==> config.mk <==
export PLATFORM = sky130hd
export DESIGN_NAME = cmw_master_wrap
export DESIGN_NICKNAME = d
export VERILOG_FILES = /design/src/hdl/cmw_master_wrap.v
export VERILOG_INCLUDE_DIRS = /design/src /design/src/hdl
export SDC_FILE = /design/constraint.sdc
export NUM_CORES = 1
export LEC_CHECK = 0
export BUFFER_PORTS_ARGS = -buffer_cell sky130_fd_sc_hd__buf_4
export CAP_MARGIN = 20
export CORE_MARGIN = 8
export CORE_UTILIZATION = 45
export DETAILED_ROUTE_END_ITERATION = 10
export PLACE_DENSITY = 0.7
export REMOVE_ABC_BUFFERS = 1
export SLEW_MARGIN = 10
export SYNTH_ARGS = -nofsm -noshare
export SYNTH_HDL_FRONTEND = slang
export SYNTH_SLANG_ARGS = --single-unit
==> constraint.sdc <==
create_clock -name clk -period 7.8 [get_ports clk]
set_input_delay 0 -clock clk [delete_from_list [all_inputs] [get_ports clk]]
set_output_delay 0 -clock clk [all_outputs]
set_load 0.01 [all_outputs]
==> src/hdl/cmw_defs.vh <==
/*
  constants for the core-to-system-bus master wrapper: transfer codes,
  ownership and test states, test register field positions.
  assumes plain verilog-2005 inclusion by bare name.
*/
`ifndef CMW_DEFS_VH
`define CMW_DEFS_VH

// bus transfer type codes
`define CMW_TRAN_ADDR      2'h0
`define CMW_TRAN_NSEQ      2'h2
`define CMW_TRAN_SEQ       2'h3

// ownership states
`define CMW_OS_IDLE        3'h0
`define CMW_OS_BUSIDLE     3'h1
`define CMW_OS_HOLD        3'h2
`define CMW_OS_HANDOVER    3'h3
`define CMW_OS_ACTIVE      3'h4
`define CMW_OS_RETRACT     3'h5

// test states
`define CMW_TS_INACTIVE    3'h0
`define CMW_TS_CTRL_IN     3'h1
`define CMW_TS_DATA_IN     3'h2
`define CMW_TS_DATA_OUT    3'h3
`define CMW_TS_STAT_OUT    3'h4
`define CMW_TS_ADDR_OUT    3'h5
`define CMW_TS_TURN        3'h6

// test register layout
`define CMW_TR_WIDTH       28
`define CMW_TR_SCAN        27
`define CMW_TR_TBE         26
`define CMW_TR_APE         25
`define CMW_TR_BL_HI       24
`define CMW_TR_BL_LO       21
`define CMW_TR_EXT1        16
`define CMW_TR_EXT0        15
`define CMW_TR_DEBUG_REQUEST_IN       14
`define CMW_TR_BRK         13
`define CMW_TR_DEBUG_ALLOW       12
`define CMW_TR_IRQ_SYNCHRONOUS_CFG       11
`define CMW_TR_ENDIAN      10
`define CMW_TR_CPA         9
`define CMW_TR_CPB         8
`define CMW_TR_ABE         7
`define CMW_TR_ALE         6
`define CMW_TR_DBE         5
`define CMW_TR_FIQ         4
`define CMW_TR_IRQ         3
`define CMW_TR_ABORT       2
`define CMW_TR_WAIT        1
`define CMW_TR_RESET       0

// default tie-offs
`define CMW_ENDIAN_DEF     1'b0
`define CMW_IRQ_SYNCHRONOUS_CFG_DEF      1'b1
`define CMW_STAT_PAD       22'h000000

`endif

==> src/hdl/cmw_master_wrap.v <==
/*
  core-to-system-bus master wrapper: bus ownership machine, data routing,
  output drive control, vector test unit and control input multiplexer.
  assumes the core sits outside on the same clock; bus inputs come from
  another timing domain and are synchronised here.
*/
// Chosen here: the plain strobed port and the register addresses.
`timescale 1ns/100ps
`include "cmw_defs.vh"

module cmw_master_wrap #(
  parameter                      ENDIAN_BIG = 0,
  parameter                      IRQ_SYNC   = 1
) (
  clk,
  rst,
  ce,
  bus_reset_n,
  grant,
  wait_in,
  last_in,
  error_in,
  dsel,
  bd_in,
  bd_out,
  bd_oe,
  ba_out,
  ba_oe,
  btran_out,
  btran_oe,
  bwrite_out,
  bsize_out,
  bprot_out,
  blok_out,
  ctl_oe,
  areq,
  resp_out,
  resp_oe,
  sys_fast_irq_n,
  sys_irq_n,
  debug_channel_rx_status,
  debug_channel_tx_status,
  core_addr,
  core_dout,
  core_din,
  mem_request_n,
  burst_continue_flag,
  access_width_out,
  write_not_read,
  fetch_flag_n,
  user_access_n,
  core_lock,
  core_status,
  core_comm_rx,
  core_comm_tx,
  core_reset_n,
  core_stall_n,
  core_abort,
  fast_irq_n,
  irq_req_n,
  addr_drive_en,
  addr_latch_en,
  addr_pipe_en,
  endian_cfg,
  byte_capture_en,
  bus_split_sel,
  copro_missing,
  copro_stall,
  data_drive_en,
  debug_allow,
  break_in,
  debug_request_in,
  debug_ext_in,
  irq_synchronous_cfg,
  core_bus_enable_n,
  test_drive_en,
  scan_serial_return
);
  input  wire        clk;
  input  wire        rst;
  input  wire        ce;
  input  wire        bus_reset_n;
  input  wire        grant;
  input  wire        wait_in;
  input  wire        last_in;
  input  wire        error_in;
  input  wire        dsel;
  input  wire [31:0] bd_in;
  output reg  [31:0] bd_out;
  output wire        bd_oe;
  output reg  [31:0] ba_out;
  output wire        ba_oe;
  output reg  [1:0]  btran_out;
  output wire        btran_oe;
  output reg         bwrite_out;
  output reg  [1:0]  bsize_out;
  output reg  [1:0]  bprot_out;
  output reg         blok_out;
  output wire        ctl_oe;
  output wire        areq;
  output wire [2:0]  resp_out;
  output wire        resp_oe;
  input  wire        sys_fast_irq_n;
  input  wire        sys_irq_n;
  output wire        debug_channel_rx_status;
  output wire        debug_channel_tx_status;
  input  wire [31:0] core_addr;
  input  wire [31:0] core_dout;
  output reg  [31:0] core_din;
  input  wire        mem_request_n;
  input  wire        burst_continue_flag;
  input  wire [1:0]  access_width_out;
  input  wire        write_not_read;
  input  wire        fetch_flag_n;
  input  wire        user_access_n;
  input  wire        core_lock;
  input  wire [9:0]  core_status;
  input  wire        core_comm_rx;
  input  wire        core_comm_tx;
  output wire        core_reset_n;
  output wire        core_stall_n;
  output wire        core_abort;
  output wire        fast_irq_n;
  output wire        irq_req_n;
  output wire        addr_drive_en;
  output wire        addr_latch_en;
  output wire        addr_pipe_en;
  output wire        endian_cfg;
  output wire [3:0]  byte_capture_en;
  output wire        bus_split_sel;
  output wire        copro_missing;
  output wire        copro_stall;
  output wire        data_drive_en;
  output wire        debug_allow;
  output wire        break_in;
  output wire        debug_request_in;
  output wire [1:0]  debug_ext_in;
  output wire        irq_synchronous_cfg;
  output wire        core_bus_enable_n;
  output wire        test_drive_en;
  output wire        scan_serial_return;

  // two-flop synchronisers for the bus-side inputs
  reg [5:0]  sync1_r;
  reg [5:0]  sync2_r;
  reg [31:0] bd1_r;
  reg [31:0] bd2_r;
  wire       g_s    = sync2_r[0];
  wire       w_s    = sync2_r[1];
  wire       l_s    = sync2_r[2];
  wire       e_s    = sync2_r[3];
  wire       dsel_s = sync2_r[4];
  wire       brst_s = sync2_r[5];

  always @(posedge clk or posedge rst)
  begin
    if (rst)
    begin
      sync1_r <= 6'h00;
      sync2_r <= 6'h00;
      bd1_r   <= 32'h00000000;
      bd2_r   <= 32'h00000000;
    end
    else if (ce)
    begin
      sync1_r <= {bus_reset_n, dsel, error_in, last_in, wait_in, grant};
      sync2_r <= sync1_r;
      bd1_r   <= bd_in;
      bd2_r   <= bd1_r;
    end
  end

  // ownership machine
  reg  [2:0] own_r;
  reg  [2:0] own_nxt;
  reg        err_r;
  reg  [2:0] tst_r;
  reg  [2:0] tst_nxt;
  reg  [27:0] treg_r;
  wire       test_on = (tst_r != `CMW_TS_INACTIVE);
  wire       want    = ~mem_request_n;
  wire       retract = w_s & l_s & e_s;

  always @*
  begin
    own_nxt = own_r;
    case (own_r)
      `CMW_OS_IDLE,
      `CMW_OS_BUSIDLE:
        if (g_s)
          own_nxt = want ? `CMW_OS_ACTIVE : `CMW_OS_BUSIDLE;
        else
          own_nxt = want ? `CMW_OS_HOLD : `CMW_OS_IDLE;
      `CMW_OS_HOLD:
        if (g_s)
          own_nxt = `CMW_OS_HANDOVER;
      `CMW_OS_HANDOVER:
        own_nxt = `CMW_OS_ACTIVE;
      `CMW_OS_ACTIVE:
        if (retract)
          own_nxt = `CMW_OS_RETRACT;
        else if (!w_s && !g_s)
          own_nxt = want ? `CMW_OS_HOLD : `CMW_OS_IDLE;
        else if (!w_s && !want)
          own_nxt = `CMW_OS_BUSIDLE;
      `CMW_OS_RETRACT:
        own_nxt = g_s ? `CMW_OS_HANDOVER : `CMW_OS_HOLD;
      default:
        own_nxt = `CMW_OS_IDLE;
    endcase
  end

  wire owned = (own_r == `CMW_OS_BUSIDLE) || (own_r == `CMW_OS_HANDOVER) ||
               (own_r == `CMW_OS_ACTIVE) || (own_r == `CMW_OS_RETRACT);

  always @(posedge clk or posedge rst)
  begin
    if (rst)
    begin
      own_r <= `CMW_OS_IDLE;
      err_r <= 1'b0;
    end
    else if (ce)
    begin
      own_r <= test_on ? `CMW_OS_IDLE : own_nxt;
      err_r <= e_s;
    end
  end

  // stall in hold, handover and retract, or in active while the slave waits
  wire norm_stall_n = ((own_r == `CMW_OS_ACTIVE) && !w_s) ||
                      (own_r == `CMW_OS_IDLE) || (own_r == `CMW_OS_BUSIDLE);

  // registered bus outputs; transfer type forced during handover pairs
  reg [1:0] tran_nxt;
  always @*
  begin
    tran_nxt = {~mem_request_n, burst_continue_flag};
    if (mem_request_n)
      tran_nxt = `CMW_TRAN_ADDR;
    if (own_nxt == `CMW_OS_HOLD || own_nxt == `CMW_OS_RETRACT)
      tran_nxt = `CMW_TRAN_ADDR;
    else if (own_nxt == `CMW_OS_HANDOVER)
      tran_nxt = `CMW_TRAN_SEQ;
  end

  always @(posedge clk or posedge rst)
  begin
    if (rst)
    begin
      ba_out     <= 32'h00000000;
      btran_out  <= `CMW_TRAN_ADDR;
      bwrite_out <= 1'b0;
      bsize_out  <= 2'h0;
      bprot_out  <= 2'h0;
      blok_out   <= 1'b0;
    end
    else if (ce)
    begin
      ba_out     <= core_addr;
      btran_out  <= tran_nxt;
      bwrite_out <= write_not_read;
      bsize_out  <= access_width_out;
      bprot_out  <= {user_access_n, fetch_flag_n};
      blok_out   <= core_lock;
    end
  end

  assign ba_oe    = owned & ~test_on;
  assign ctl_oe   = owned & ~test_on;
  assign btran_oe = g_s & ~test_on;
  assign areq     = 1'b1;

  // test sequencer: dsel steps through vectors
  reg  [31:0] dout_r;
  wire [31:0] status_word = {core_status, `CMW_STAT_PAD};

  always @*
  begin
    tst_nxt = tst_r;
    case (tst_r)
      `CMW_TS_INACTIVE:
        if (dsel_s)
          tst_nxt = `CMW_TS_CTRL_IN;
      `CMW_TS_CTRL_IN:
        if (dsel_s)
          tst_nxt = write_not_read ? `CMW_TS_DATA_OUT : `CMW_TS_DATA_IN;
      `CMW_TS_DATA_IN,
      `CMW_TS_DATA_OUT:
        if (dsel_s)
          tst_nxt = `CMW_TS_STAT_OUT;
      `CMW_TS_STAT_OUT:
        if (dsel_s)
          tst_nxt = `CMW_TS_ADDR_OUT;
      `CMW_TS_ADDR_OUT:
        if (dsel_s)
          tst_nxt = `CMW_TS_TURN;
      `CMW_TS_TURN:
        if (dsel_s)
          tst_nxt = `CMW_TS_CTRL_IN;
        else
          tst_nxt = `CMW_TS_INACTIVE;
      default:
        tst_nxt = `CMW_TS_INACTIVE;
    endcase
  end

  always @(posedge clk or posedge rst)
  begin
    if (rst)
    begin
      tst_r  <= `CMW_TS_INACTIVE;
      treg_r <= 28'h0000000;
    end
    else if (ce)
    begin
      tst_r <= tst_nxt;
      if (tst_r == `CMW_TS_CTRL_IN && dsel_s)
        treg_r <= bd2_r[`CMW_TR_WIDTH-1:0];
    end
  end

  wire core_clocked = (tst_r == `CMW_TS_DATA_IN) || (tst_r == `CMW_TS_DATA_OUT);

  // read data in; write data, or the status and address vectors in test, out
  always @(posedge clk or posedge rst)
  begin
    if (rst)
    begin
      core_din <= 32'h00000000;
      bd_out   <= 32'h00000000;
    end
    else if (ce)
    begin
      core_din <= bd2_r;
      // select on the next test state so the word stands in the state that enables it
      case (tst_nxt)
        `CMW_TS_STAT_OUT:
          bd_out <= status_word;
        `CMW_TS_ADDR_OUT:
          bd_out <= core_addr;
        default:
          bd_out <= core_dout;
      endcase
    end
  end

  assign bd_oe = test_on ? ((tst_r == `CMW_TS_DATA_OUT) || (tst_r == `CMW_TS_STAT_OUT) ||
                            (tst_r == `CMW_TS_ADDR_OUT))
                         : ((own_r == `CMW_OS_ACTIVE) & bwrite_out);

  // fixed zero-wait, no-error reply when selected for test
  assign resp_out = 3'h0;
  assign resp_oe  = test_on & dsel_s;

  assign core_reset_n       = test_on ? treg_r[`CMW_TR_RESET] : brst_s;
  assign core_stall_n       = test_on ? (treg_r[`CMW_TR_WAIT] & core_clocked) : norm_stall_n;
  assign core_abort         = test_on ? treg_r[`CMW_TR_ABORT] : err_r;
  assign fast_irq_n         = test_on ? treg_r[`CMW_TR_FIQ] : sys_fast_irq_n;
  assign irq_req_n          = test_on ? treg_r[`CMW_TR_IRQ] : sys_irq_n;
  assign addr_drive_en      = test_on ? treg_r[`CMW_TR_ABE] : 1'b1;
  assign addr_latch_en      = test_on ? treg_r[`CMW_TR_ALE] : 1'b1;
  assign addr_pipe_en       = test_on ? treg_r[`CMW_TR_APE] : 1'b1;
  assign endian_cfg         = test_on ? treg_r[`CMW_TR_ENDIAN] : (ENDIAN_BIG != 0);
  assign byte_capture_en    = test_on ? (treg_r[`CMW_TR_BL_HI:`CMW_TR_BL_LO] & {4{core_clocked}}) : 4'hf;
  assign bus_split_sel      = 1'b0;
  assign copro_missing      = test_on ? treg_r[`CMW_TR_CPA] : 1'b1;
  assign copro_stall        = test_on ? treg_r[`CMW_TR_CPB] : 1'b1;
  assign data_drive_en      = test_on ? (treg_r[`CMW_TR_DBE] & core_clocked) : 1'b1;
  assign debug_allow        = test_on ? treg_r[`CMW_TR_DEBUG_ALLOW] : 1'b1;
  assign break_in           = test_on ? treg_r[`CMW_TR_BRK] : 1'b0;
  assign debug_request_in   = test_on ? treg_r[`CMW_TR_DEBUG_REQUEST_IN] : 1'b0;
  assign debug_ext_in       = test_on ? {treg_r[`CMW_TR_EXT1], treg_r[`CMW_TR_EXT0]} : 2'h0;
  assign irq_synchronous_cfg = test_on ? treg_r[`CMW_TR_IRQ_SYNCHRONOUS_CFG] : (IRQ_SYNC != 0);
  assign core_bus_enable_n  = 1'b0;
  assign test_drive_en      = test_on ? treg_r[`CMW_TR_TBE] : 1'b1;
  assign scan_serial_return = test_on ? treg_r[`CMW_TR_SCAN] : 1'b0;
  assign debug_channel_rx_status = core_comm_rx;
  assign debug_channel_tx_status = core_comm_tx;
endmodule

==> results.sh <==
export IMPL_outcome="completed"
export IMPL_rr_worst_depth=6
export IMPL_grt_pass1_vias=6881
export IMPL_cts_sinks=211
export IMPL_critPathCaptureType="flip-flop"
export IMPL_yosys_top_cells_count="dfrtp_1, mux2_2, nor2_1"
export IMPL_worstSkewPairLatency_ns=0.49
export IMPL_path_max_fanout=96
export IMPL_vias_per_cell=5.050
export IMPL_r2r_slack_ns=5.21
export IMPL_first_pass_iters=4
export IMPL_synth_edf_count=0
export IMPL_cts_root_buffer="clkbuf_16"
export IMPL_netlist_area_mm2=0.008838
export IMPL_hold_violations=0
export IMPL_die_area_mm2=0.02438
export IMPL_cp_slowest_stage_delay_ns=0.84
export IMPL_grt_max_degree=141
export IMPL_clock_path_buffers=3
export IMPL_nNetsFinal=1137
export IMPL_rsz0062_at_grt="no"
export IMPL_h_tree_depth=1
export IMPL_drcViolationCount=0
export IMPL_setup_worst_path_start_class="input port"
export IMPL_gp_congestion=0.9120
export IMPL_drv_slew=0
export IMPL_p_sw_uw=1131
export IMPL_cts_tree="done"
export IMPL_drive_above_1_share_pct=47.54
export IMPL_numCtsBuffers=23
export IMPL_required_ns=8.18
export IMPL_worstPathArrival_ns=3.24
export IMPL_core_mm2=0.01940
export IMPL_clock_fmax_mhz=349.4
export IMPL_dp_slack_ns=4.967
export IMPL_synth_cell_type_count=46
export IMPL_yosysWarnings=0
export IMPL_cp_num_buf_inv=4
export IMPL_crit_family="buffers and inverters"
export IMPL_cp_startpoint="ce"
export IMPL_max_cap_violations=0
export IMPL_slowest_stage="clkinv_1"
export IMPL_setup_slack_ns=4.938
export IMPL_rows=51
export IMPL_seqPwrFrac_pct=40.3
export IMPL_timing_final_crit_share_pct=36.69
export IMPL_io_pin_count=268
export IMPL_path_cells="buf_6, buf_4, clkinv_1, a221oi_1, dlygate4sd3_1, nor2_1"
export IMPL_synthFlopType="dfrtp_1"
export IMPL_dr_total_vias=6489
export IMPL_die_y_um=156.1
export IMPL_critPathKind="in2reg"
export IMPL_synthArstFlopShare_pct=100.0
export IMPL_grt_antenna_before_repair=0
export IMPL_slew_headroom_pct=36.00
export IMPL_port_buffers=257
export IMPL_syn_inst=648
export IMPL_cp_depth=6
export IMPL_p_int_uw=2642
export IMPL_pwr_share_clk_pct=26.8
export IMPL_sw_frac_of_total_pct=29.98
export IMPL_cellLeakagePower_uw=0.005806
export IMPL_dp_hpwl_um=14600
export IMPL_path_clk_slew_ns=0.06
export IMPL_setup_tns_ns=0
export IMPL_grt_ovfl_total=0
export IMPL_detail_route_iter0_violations=325
export IMPL_rr_endpoint="bd_out[22]"
export IMPL_worstHoldPathType="in2out"
export IMPL_regToRegStartpoint="tst_r[2]"
export IMPL_endpoint="bd_out[12]"
export IMPL_die_w_um=156.1
export IMPL_start_util_pct=45.56
export IMPL_skew_ns=0.004671
export IMPL_worst_pin_slew_ns=0.9600
export IMPL_grt_pass1_wl_um=36900
export IMPL_grt_usage_pct=18.58
export IMPL_drt_wl_total_um=23200
export IMPL_ant_nets=0
export IMPL_syn_area_per_cell_um2=13.64
export IMPL_synthTopCellsByArea="dfrtp_1, mux2_2, mux2_4"
export IMPL_yosys_area_top_type="dfrtp_1"
export IMPL_yosys_area_top_type_share_pct=59.74
export IMPL_yosysMostFrequentCell="dfrtp_1"
export IMPL_setup_violations=0
export IMPL_area_growth_pct=44.73
export IMPL_ir_drop_mv=0.2326
export IMPL_routedWlPerCell_um=18.06
export IMPL_p_per_area_mw_per_mm2=295.0
export IMPL_ys_ff_latch=211
export IMPL_fin_crit_ns=2.862
export IMPL_yosysSeqAreaShare_pct=59.74
export IMPL_postCtsSetupRepairBufs=0
export IMPL_comb_power_share_pct=32.9
[area by class of cell]
| type | instances | area, um2 |
|---|---|---|
| fill | 1426 | 6606 |
| multi-input combinational | 378 | 3219 |
| sequential | 211 | 5280 |
| clock buffer | 32 | 669.4 |
| antenna | 2 | 5.005 |
| timing repair buffer | 386 | 3209 |
| inverter | 10 | 47.55 |
| clock inverter | 1 | 30.03 |
| tap | 265 | 331.6 |
[through the flow]
step	area, um2	hold slack, ns	utilization (%)	power [uW]	instances
2_1_floorplan	8539	0	-	2103	599
3_3_place_gp	10860	0.00007494	55.97	2674	1127
3_5_place_dp	10860	0.00007494	55.97	2696	1127
4_1_cts	12790	0.00007494	65.92	3806	1283
5_1_grt	12790	0.00006121	65.92	3987	1283
6_report	12790	0.00008502	65.94	3773	1285
[worst min-delay path by stage]
stage	cells past startpoint	startpoint	to	slack, ns
2_1_floorplan	0	core_comm_rx	debug_channel_rx_status	0
3_3_place_gp	0	core_comm_rx	debug_channel_rx_status	0.00007
3_5_place_dp	0	core_comm_rx	debug_channel_rx_status	0.00007
4_1_cts	0	core_comm_rx	debug_channel_rx_status	0.00007
5_1_grt	0	core_comm_rx	debug_channel_rx_status	0.00006
6_report	0	core_comm_rx	debug_channel_rx_status	0.00009
[power by group through the flow]
stage	clock network [uW]	registers, uW	logic [uW]
5_1_grt	1090	1550	1340
3_5_place_dp	0	1530	1160
3_3_place_gp	0	1520	1150
2_1_floorplan	0	1540	558
6_report	1010	1520	1240
4_1_cts	1040	1520	1240
[cells in the final DEF, fill, tap and decap left out, types with 9 or more instances in the layout]
cell type	netlist	routed
a221oi_1	23	23
mux2_2	156	156
a22oi_1	11	11
dlygate4sd3_1	0	123
a21oi_1	9	9
dfrtp_1	211	211
buf_4	9	262
a31oi_1	11	11
clkbuf_16	0	23
mux2_4	20	20
nand2_1	22	22
nor2_1	60	60
[flip-flops by register name, indices dropped and copies added (netlist names), 3 cells and up]
signal / flops
tst_r: 3
sync2_r: 6
bd1_r: 32
bd_out: 32
bd2_r: 32
ba_out: 32
treg_r: 24
core_din: 32
own_r: 3
sync1_r: 6
[what timing repair did]
item / in CTS / in global routing
gates resized for setup: 0 / 0
setup endpoints to repair: 0 / 0
endpoints found under the hold margin: 251 / 0
hold buffers: 123 / 0
[cells by family after synthesis]
| kind of cell | share of synthesized area (%) |
|---|---|
| other | 0.08497 |
| xor gates and xnor gates | 0.09911 |
| muxes | 23.39 |
| DFF | 59.74 |
| AOI/OAI and AO/OA | 6.399 |
| buffers and inverters | 4.006 |
| and+or+nand+nor | 6.286 |
[routing by layer]
metal  GRT usage, %  share of wire, %  vias up
met5              0                 0        -
met4          6.224               3.0        0
met3          6.399               9.8       52
met2          29.29                46      263
met1          23.54                41     3175
li1               -                 -     2999
(Power assumes the default switching activity.)
